[config.mk]
export PLATFORM = sky130hd
export DESIGN_NAME = supply_monitor_trim_regs
export DESIGN_NICKNAME = d
export VERILOG_FILES = /design/src/hdl/supply_trim_pkg.sv /design/src/hdl/supply_monitor_trim_regs.sv
export SDC_FILE = /design/constraint.sdc
export NUM_CORES = 1
export LEC_CHECK = 0
export BUFFER_PORTS_ARGS = -buffer_cell sky130_fd_sc_hd__buf_2
export CAP_MARGIN = 10
export CORE_MARGIN = 1.5
export CORE_UTILIZATION = 25
export DETAILED_ROUTE_END_ITERATION = 10
export PLACE_DENSITY = 0.49
export SLEW_MARGIN = 10
export SYNTH_ARGS = -nofsm -noshare
export SYNTH_HDL_FRONTEND = slang
export SYNTH_SLANG_ARGS = --single-unit
[constraint.sdc]
create_clock -name mclk -period 5.25 [get_ports mclk]
set_input_delay 0 -clock mclk [delete_from_list [all_inputs] [get_ports mclk]]
set_output_delay 0 -clock mclk [all_outputs]
set_load 0.05 [all_outputs]
[src/hdl/supply_trim_pkg.sv]
// Constants and carriers for the supply monitor and trim register bank.
// Assumes a byte-wide register port decoded by the serial front end.
// Function
// - Writing one to clear stamps bit clears both switchover stamps; bit reads zero.
// - Main supply select picks brownout level 2.295 V up to 4.675 V.
// - Main supply below selected level sets the main supply low flag.
// - Battery trip register at 0Ah holds both battery threshold selects.
// - Battery disconnect bit set to one disconnects the backup battery pin.
// - After main supply power cycle the disconnect bit clears, battery reconnects.
// - First battery select encodes seven levels, 2.125 V to 4.675 V.
// - Second battery select encodes seven levels, 1.875 V to 4.125 V.
// - Either battery select accepts any level with no cross check.
// - Initial trim loads factory preset at power-up and ignores writes.
// - Digital trim decodes disabled, plus 30.5, zero, minus 30.5 ppm.
// - Digital trim skips or inserts pulses; combined range +62.5 to -61.5 ppm.
// - Battery low flags set when battery falls below selected levels.
// - With auto clear, low flags clear after status read ending in stop.
package supply_trim_pkg;
  localparam logic [7:0] supply_trip_control_addr = 8'h09;
  localparam logic [7:0] battery_trip_control_addr = 8'h0a;
  localparam logic [7:0] initial_trim_setting_addr = 8'h0b;
  localparam logic [7:0] status_addr = 8'h07;
  localparam int clear_stamps_pos = 7;
  localparam int disconnect_pos = 6;
  localparam int first_sel_lsb = 3;
  localparam int main_low_pos = 3;
  localparam int first_low_pos = 2;
  localparam int second_low_pos = 1;
  localparam logic [2:0] supply_sel_reset = 3'h0;
  localparam logic [2:0] battery_sel_reset = 3'h0;
  // Preset value arbitrary: 00 digital disabled, analog code 20h is 0 ppm
  localparam logic [7:0] trim_preset_default = 8'h20;
  // Threshold levels in millivolts, one entry per select code
  localparam int level_width = 13;
  localparam logic [12:0] level_reserved = 13'h0000;
  typedef enum logic [1:0] {
    trim_disabled = 2'b00,
    trim_plus = 2'b01,
    trim_zero = 2'b10,
    trim_minus = 2'b11
  } digital_trim_type;
  typedef struct packed {
    logic wr;
    logic rd;
    logic [7:0] addr;
    logic [7:0] wdata;
  } reg_access_type;
  typedef struct packed {
    logic main_low;
    logic first_low;
    logic second_low;
  } low_flags_type;
endpackage

[src/hdl/supply_monitor_trim_regs.sv]
// Registers 09h..0Bh: supply and battery trip selects, reseal, trim copies.
// Assumes comparator outputs arrive from the analog domain unsynchronised.
`default_nettype none
module supply_monitor_trim_regs #(
  parameter logic [7:0] trim_preset = supply_trim_pkg::trim_preset_default
) (
  input wire logic mclk,
  input wire logic rst_b,
  input wire supply_trim_pkg::reg_access_type bus,
  input wire logic status_read_stop,
  input wire logic auto_clear_enable,
  input wire logic status_flag_clear,
  input wire logic main_powerup,
  input wire logic [12:0] main_supply_mv,
  input wire logic [12:0] battery_mv,
  output logic [7:0] rdata,
  output logic clear_stamps_pulse,
  output logic battery_connected,
  output logic [12:0] main_trip_mv,
  output logic [12:0] first_trip_mv,
  output logic [12:0] second_trip_mv,
  output var supply_trim_pkg::low_flags_type flags,
  output var supply_trim_pkg::digital_trim_type initial_digital_trim,
  output logic [5:0] initial_analog_trim,
  output logic [1:0] pulse_adjust
);
  function automatic logic [12:0] main_level(input logic [2:0] s);
    case (s)
      3'h0: main_level = 13'd2295;
      3'h1: main_level = 13'd2550;
      3'h2: main_level = 13'd2805;
      3'h3: main_level = 13'd3060;
      3'h4: main_level = 13'd4250;
      3'h5: main_level = 13'd4675;
      default: main_level = supply_trim_pkg::level_reserved;
    endcase
  endfunction

  function automatic logic [12:0] first_level(input logic [2:0] s);
    case (s)
      3'h0: first_level = 13'd2125;
      3'h1: first_level = 13'd2295;
      3'h2: first_level = 13'd2550;
      3'h3: first_level = 13'd2805;
      3'h4: first_level = 13'd3060;
      3'h5: first_level = 13'd4250;
      3'h6: first_level = 13'd4675;
      default: first_level = supply_trim_pkg::level_reserved;
    endcase
  endfunction

  function automatic logic [12:0] second_level(input logic [2:0] s);
    case (s)
      3'h0: second_level = 13'd1875;
      3'h1: second_level = 13'd2025;
      3'h2: second_level = 13'd2250;
      3'h3: second_level = 13'd2475;
      3'h4: second_level = 13'd2700;
      3'h5: second_level = 13'd3750;
      3'h6: second_level = 13'd4125;
      default: second_level = supply_trim_pkg::level_reserved;
    endcase
  endfunction

  logic [2:0] supply_sel_reg, supply_sel_next;
  logic [2:0] first_sel_reg, first_sel_next;
  logic [2:0] second_sel_reg, second_sel_next;
  logic disconnect_reg, disconnect_next;
  logic clear_reg, clear_next;
  logic [7:0] trim_reg, trim_next;
  logic trim_loaded_reg, trim_loaded_next;
  supply_trim_pkg::low_flags_type flags_reg, flags_next;
  logic [7:0] rdata_reg, rdata_next;
  logic [2:0] cmp_meta_reg, cmp_sync_reg;
  logic pup_meta_reg, pup_sync_reg, pup_prev_reg;
  logic [2:0] below;

  always_ff @(posedge mclk) begin
    if (!rst_b) begin
      cmp_meta_reg <= 3'h0;
      cmp_sync_reg <= 3'h0;
      // Reset to the powered level so release gives no false power-up edge
      pup_meta_reg <= 1'b1;
      pup_sync_reg <= 1'b1;
      pup_prev_reg <= 1'b1;
    end else begin
      cmp_meta_reg <= below;
      cmp_sync_reg <= cmp_meta_reg;
      pup_meta_reg <= main_powerup;
      pup_sync_reg <= pup_meta_reg;
      pup_prev_reg <= pup_sync_reg;
    end
  end

  always_comb begin
    below[2] = main_supply_mv < main_trip_mv;
    below[1] = battery_mv < first_trip_mv;
    below[0] = battery_mv < second_trip_mv;
  end

  always_comb begin
    supply_sel_next = supply_sel_reg;
    first_sel_next = first_sel_reg;
    second_sel_next = second_sel_reg;
    disconnect_next = disconnect_reg;
    clear_next = 1'b0;
    trim_next = trim_reg;
    trim_loaded_next = 1'b1;
    flags_next = flags_reg;
    rdata_next = rdata_reg;
    // Preset copied once after reset, writes never touch it
    if (!trim_loaded_reg) begin
      trim_next = trim_preset;
    end
    if (bus.wr && bus.addr == supply_trim_pkg::supply_trip_control_addr) begin
      supply_sel_next = bus.wdata[2:0];
      clear_next = bus.wdata[supply_trim_pkg::clear_stamps_pos];
    end
    if (bus.wr && bus.addr == supply_trim_pkg::battery_trip_control_addr) begin
      disconnect_next = bus.wdata[supply_trim_pkg::disconnect_pos];
      // No cross check between the two selects
      first_sel_next = bus.wdata[supply_trim_pkg::first_sel_lsb +: 3];
      second_sel_next = bus.wdata[2:0];
    end
    if (pup_sync_reg && !pup_prev_reg) begin
      disconnect_next = 1'b0;
    end
    if ((status_read_stop && auto_clear_enable) || status_flag_clear) begin
      flags_next = '0;
    end
    // Set wins over clear in the same cycle
    if (cmp_sync_reg[2]) flags_next.main_low = 1'b1;
    if (cmp_sync_reg[1]) flags_next.first_low = 1'b1;
    if (cmp_sync_reg[0]) flags_next.second_low = 1'b1;
    if (bus.rd) begin
      case (bus.addr)
        supply_trim_pkg::supply_trip_control_addr: rdata_next = {5'h00, supply_sel_reg};
        supply_trim_pkg::battery_trip_control_addr:
          rdata_next = {1'b0, disconnect_reg, first_sel_reg, second_sel_reg};
        supply_trim_pkg::initial_trim_setting_addr: rdata_next = trim_reg;
        supply_trim_pkg::status_addr:
          rdata_next = {4'h0, flags_reg.main_low, flags_reg.first_low,
                        flags_reg.second_low, 1'b0};
        default: rdata_next = 8'h00;
      endcase
    end
  end

  always_ff @(posedge mclk) begin
    if (!rst_b) begin
      supply_sel_reg <= supply_trim_pkg::supply_sel_reset;
      first_sel_reg <= supply_trim_pkg::battery_sel_reset;
      second_sel_reg <= supply_trim_pkg::battery_sel_reset;
      disconnect_reg <= 1'b0;
      clear_reg <= 1'b0;
      trim_reg <= 8'h00;
      trim_loaded_reg <= 1'b0;
      flags_reg <= '0;
      rdata_reg <= 8'h00;
    end else begin
      supply_sel_reg <= supply_sel_next;
      first_sel_reg <= first_sel_next;
      second_sel_reg <= second_sel_next;
      disconnect_reg <= disconnect_next;
      clear_reg <= clear_next;
      trim_reg <= trim_next;
      trim_loaded_reg <= trim_loaded_next;
      flags_reg <= flags_next;
      rdata_reg <= rdata_next;
    end
  end

  always_comb begin
    rdata = rdata_reg;
    clear_stamps_pulse = clear_reg;
    battery_connected = !disconnect_reg;
    main_trip_mv = main_level(supply_sel_reg);
    first_trip_mv = first_level(first_sel_reg);
    second_trip_mv = second_level(second_sel_reg);
    flags = flags_reg;
    initial_digital_trim = supply_trim_pkg::digital_trim_type'(trim_reg[7:6]);
    initial_analog_trim = trim_reg[5:0];
    // Bit 1 skip pulses, bit 0 insert pulses
    case (initial_digital_trim)
      supply_trim_pkg::trim_plus: pulse_adjust = 2'b01;
      supply_trim_pkg::trim_minus: pulse_adjust = 2'b10;
      default: pulse_adjust = 2'b00;
    endcase
  end
endmodule // supply_monitor_trim_regs
`default_nettype wire

# --- Word-level counts from Yosys, hierarchy flattened ---
# Cells that the tools add are included.
word_totals:
  reg_bits: 33
  latchBits: 0
  ram_bits: 0
  romBits: 0
  inputBits: 50
  output_inout_bits: 62
  elab_cells: 65
  mem_count: 0
classes:
  add_sub_neg: 0
  multipliers: 0
  n_div: 0
  magnitude_cmp: 3
  n_eq_ne: 21
  shift: 0
  mux: 9
  n_bitwise: 1
  reduce_logical: 15
op_table:
  columns: ["op", "count"]
  rows:
  - ["one-hot mux 13 bit (7 select lines)", 2]
  - ["one-hot mux 13 bit (6 select lines)", 1]
  - ["less-than comparator 13 bit", 3]
  - ["one-hot mux 7 bit (4 select lines)", 1]
  - ["equality test 3 bit (second input constant)", 8]
  - ["equality test 8 x 4 -> 1 bit (second input constant)", 3]
  - ["equality test 3 x 2 -> 1 bit (second input constant)", 6]
  - ["equality test 3 x 1 -> 1 bit (second input constant)", 3]
  - ["zero test 3 bit", 3]
  - ["equality test 8 x 3 -> 1 bit (second input constant)", 1]
  - ["nonzero test 2 bit", 3]
  - ["logical AND 1 bit", 4]
  - ["2-to-1 mux 1 bit", 4]
  - ["2-to-1 mux 3 bit", 1]
  - ["zero test 1 bit", 2]
  - ["AND reduction 2 bit", 1]
  - ["OR reduction 2 bit", 1]
  - ["logical OR 1 bit", 1]
  - ["NOT 1 bit", 1]

# --- Depth between registers and ports, before layout ---
depth:
  depth_word: 4
  depth_mapped: 9
  ltp_nobuf: 9

# --- Least setup slack after synthesis ---
# No wires, ideal clock.
synth_path:
  kind: "flip-flop to flip-flop"
  start: "register first_sel_reg[0]"
  end: "register cmp_meta_reg[1]"
  setup_ps: 91
  arrival_ps: 2700
  t_required_ps: 5159
  path_slack_ps: 2459
  path_stages_with_launch: 9
  n_path_buf: 1
  cell_sequence: "dfxtp_1 clkbuf_1 xor2_1 nand2_1 ha_1 a211o_1 a2111oi_0 nor3_1 a311oi_1"
synth_between:
  elab_chain_cells: 3
  word_cells_on_any_way: 9
synth_rtl:
  columns: ["item", "line_no", "source"]
  rows:
  - ["start: declaration", "supply_monitor_trim_regs.sv:66", "logic [2:0] first_sel_reg, first_sel_next;"]
  - ["start signal: assignment", "supply_monitor_trim_regs.sv:152", "first_sel_reg <= supply_trim_pkg::battery_sel_reset;"]
  - ["start signal: assignment", "supply_monitor_trim_regs.sv:162", "first_sel_reg <= first_sel_next;"]
  - ["equality test 3 bit, or another cell as far along", "supply_monitor_trim_regs.sv:40", "case (s)"]
  - ["one-hot mux 13 bit (7 select lines) (*)", "supply_monitor_trim_regs.sv:40", null]
  - ["net first_trip_mv[1]", "supply_monitor_trim_regs.sv:20", "output logic [12:0] first_trip_mv,"]
  - ["less-than comparator 13 bit (*)", "supply_monitor_trim_regs.sv:97", "below[1] = battery_mv < first_trip_mv;"]
  - ["end signal: assignment", "supply_monitor_trim_regs.sv:87", "cmp_meta_reg <= below;"]
  - ["end: declaration", "supply_monitor_trim_regs.sv:74", "logic [2:0] cmp_meta_reg, cmp_sync_reg;"]
# The timed path passes the listed nets; every way through them passes the cells marked *.
# A chain may end at the register's enable or synchronous reset.

# --- Final worst setup path ---
layout_path:
  start: "register first_sel_reg[0]"
  end: "register cmp_meta_reg[1]"
layout_between:
  elab_chain_cells: 3
  word_cells_on_any_way: 9
layout_rtl:
  columns: ["item", "line_no"]
  rows:
  - ["equality test 3 bit, or another cell as far along", "supply_monitor_trim_regs.sv:40"]
  - ["one-hot mux 13 bit (7 select lines) (*)", "supply_monitor_trim_regs.sv:40"]
  - ["less-than comparator 13 bit (*)", "supply_monitor_trim_regs.sv:97"]
# Every way passes the cells marked *; elsewhere a longest branch is shown, timed or not.

==> out/results.ini <==
[status]
status=completed

[synthesis]
async_reset_ff_share_pct=0
synth_top_area_share_pct=24.9
synth_edf_count=0
yosysMostFrequentCell=inv_1
yosys_warnings=0
synth.area.top_cells=dfxtp_1, ha_1, buf_4, inv_1, nand2_1
synthTopCellsByCount=inv_1, ha_1, dfxtp_1
synth_seq_area_share_pct=24.9
synth_top_cell_by_area=dfxtp_1
ys.flop_type=dfxtp_1
ys_ff_latch=32
syn_area_per_cell_um2=8.05
postSynthCellCount=320
synth_cell_types=51
synth_area_mm2=0.00258

[worst_hold_path]
hold_path_class=input pin to flop
worstHoldStart=bus[2]

[sta]
max_freq_ghz=0.461
fin_skew_ps=11.2
report.final.slew_viol_count=0
tightest_slew_ps=695
min_period_ps=2170
period_share_pct=41.3
setup_viol=0
whs_ps=6.21
setup_tns_ps=0
slew_headroom_pct=53.3
rsz0062_at_grt=false
hold_viol_final=0

[power]
power.leakage_nw=1.64
ir_worst_vdd_v=0.000130
p_per_area_mw_per_mm2=179

[worst_setup_path]
endpoint_kind=flop
required_ps=5450
path_max_fanout=10
crit_start=first_sel_reg[0]
critical_path_class=flop to flop
critPathSlowestCell=dfxtp_1
reg2reg_from=first_sel_reg[0]
path_cells=xor2_1 > nand2_1 > ha_1 > a211o_1 > a2111oi_0 > nor3_1 > a311oi_1
crit_path_start_kind=flop
worst_ep_arrival_time_ps=2370
cpPeakStageDelay_ps=520

[global_route]
grt_max_degree=36
grt_pass1_vias=2404
grt_antenna_before_repair=0
grt_usage_pct=13.2
grt-ovfl-total=0
grt_pass1_wl_um=11700

[cts]
numClockSinks=32
post-cts-setup-buffer-count=0
numCtsBuffers=5
cts_root_buf=clkbuf_8
clock_latency_ps=290
htree_levels=2
cts_tree=done
max-clock-path-buffers=2
clkTransAtPathRegs_ps=70

[die]
std_cell_rows=36
ioPinCount=112
die_area_mm2=0.0109
die_x_um=105
die_height_um=105
start_util_pct=26.1
core_mm2=0.00986

[layout]
drive_above_1_share_pct=27.5
fillCellCount=1060
largest_reg_flops=7
area_delta_synth_final_pct=26.6
finish.instance_area_mm2=0.00326
diodes=0
fin_nets=497

[run]
drv_cap=0

[place]
gp_congestion=0.815
dpl_cell_area_mm2=0.00307
dp_hpwl_um=5950
port_buffers=99

[detailed_routing]
route.detailed.drc=0
vias=2477
dr.pass1.iters=4
first_iter_violations=93
viasPerCell=4.53
antenna_left=0
wl_um=7180
wl_per_cell_um=13.1

-- worst max-delay path, delay by kind of cell, from the launching register on --
kind	cells	cell delay, ps
AO/OA/AOI/OAI	3	770
XOR/XNOR	1	260
adder cells (fa/ha/maj)	1	340
AND/OR/NAND/NOR	2	200
flip-flops	1	520
-- cells by family (layout without fill, tap and decap cells) --
group           Yosys count  after routing  synth area share, %
compound gates           60             60                 16.0
simple gates            115            115                 25.5
flops                    32             32                 24.9
buf+inv                  68            151                 13.3
other cells               1             12                0.145
mux                       5              5                 1.99
fa+ha+maj                34             34                 16.5
xor+xnor                  5              5                 1.70
-- area by class of cell --
type	instances	area (um^2)	area share (%)
sequential	32	641	19.6
clock buffer	6	72.6	2.22
inverter	36	135	4.14
multi-input combinational	231	1640	50.2
clock inverter	2	35.0	1.07
timing repair buffer	107	576	17.6
tap	133	166	5.10
-- report_power, final --
| group | switching (mW) | internal, mW |
|---|---|---|
| clock network | 0.0891 | 0.141 |
| logic | 0.0632 | 0.0394 |
| registers | 0.00281 | 0.248 |
| total | 0.155 | 0.428 |
-- final timing paths --
path                            cells past startpoint  slack [ps]           endpoint
worst min-delay path                                3           6  second_sel_reg[2]
worst min register to register                      1         410       pup_sync_reg
worst max register to register                      7        3080    cmp_meta_reg[1]
worst max-delay path                                7        3080    cmp_meta_reg[1]
-- routing by layer --
metal	track usage [%]	part of all wire (%)	vias to the layer above
met5	0	0	-
met4	3.57	1.5	0
met3	3.43	8.7	11
met2	22.9	45	106
met1	16.0	45	1104
li1	-	-	1256
-- cell usage in the layout, fill, tap and decap left out, types with 4 or more instances in the layout --
master,Yosys,routed
o21a_1,6,6
nor2_1,9,9
buf_2,3,99
mux2i_1,4,4
nand3b_1,4,4
dfxtp_1,32,32
nand3_1,17,17
nand2_1,26,26
inv_1,36,36
nor2b_1,15,15
nand2b_1,9,9
conb_1,1,12
dlygate4sd3_1,0,8
a21boi_0,11,11
nand4_1,5,5
o21ai_0,6,6
nor3_1,9,9
and2_1,4,4
clkbuf_8,0,5
xnor2_1,4,4
ha_1,34,34
a21oi_1,17,17
-- what timing repair did --
| item | 4_1_cts | 5_1_grt |
|---|---|---|
| gates resized for setup | 0 | 0 |
| hold buffers | 8 | 0 |
| endpoints found under the hold margin | 10 | 0 |
| endpoints found under the setup margin | 0 | 0 |
-- stage by stage --
step / cells / setup slack (ps) / util, % / power [mW]
global placement: 531 / 3140 / 31.2 / 0.354
floorplan: 331 / 2460 / - / 0.325
global route: 547 / 2830 / 33.1 / 0.611
finish: 547 / 3080 / 33.1 / 0.583
CTS: 547 / 3070 / 33.1 / 0.591
detailed placement: 531 / 3100 / 31.2 / 0.355
Note: power is estimated with default switching activity, not from simulation.
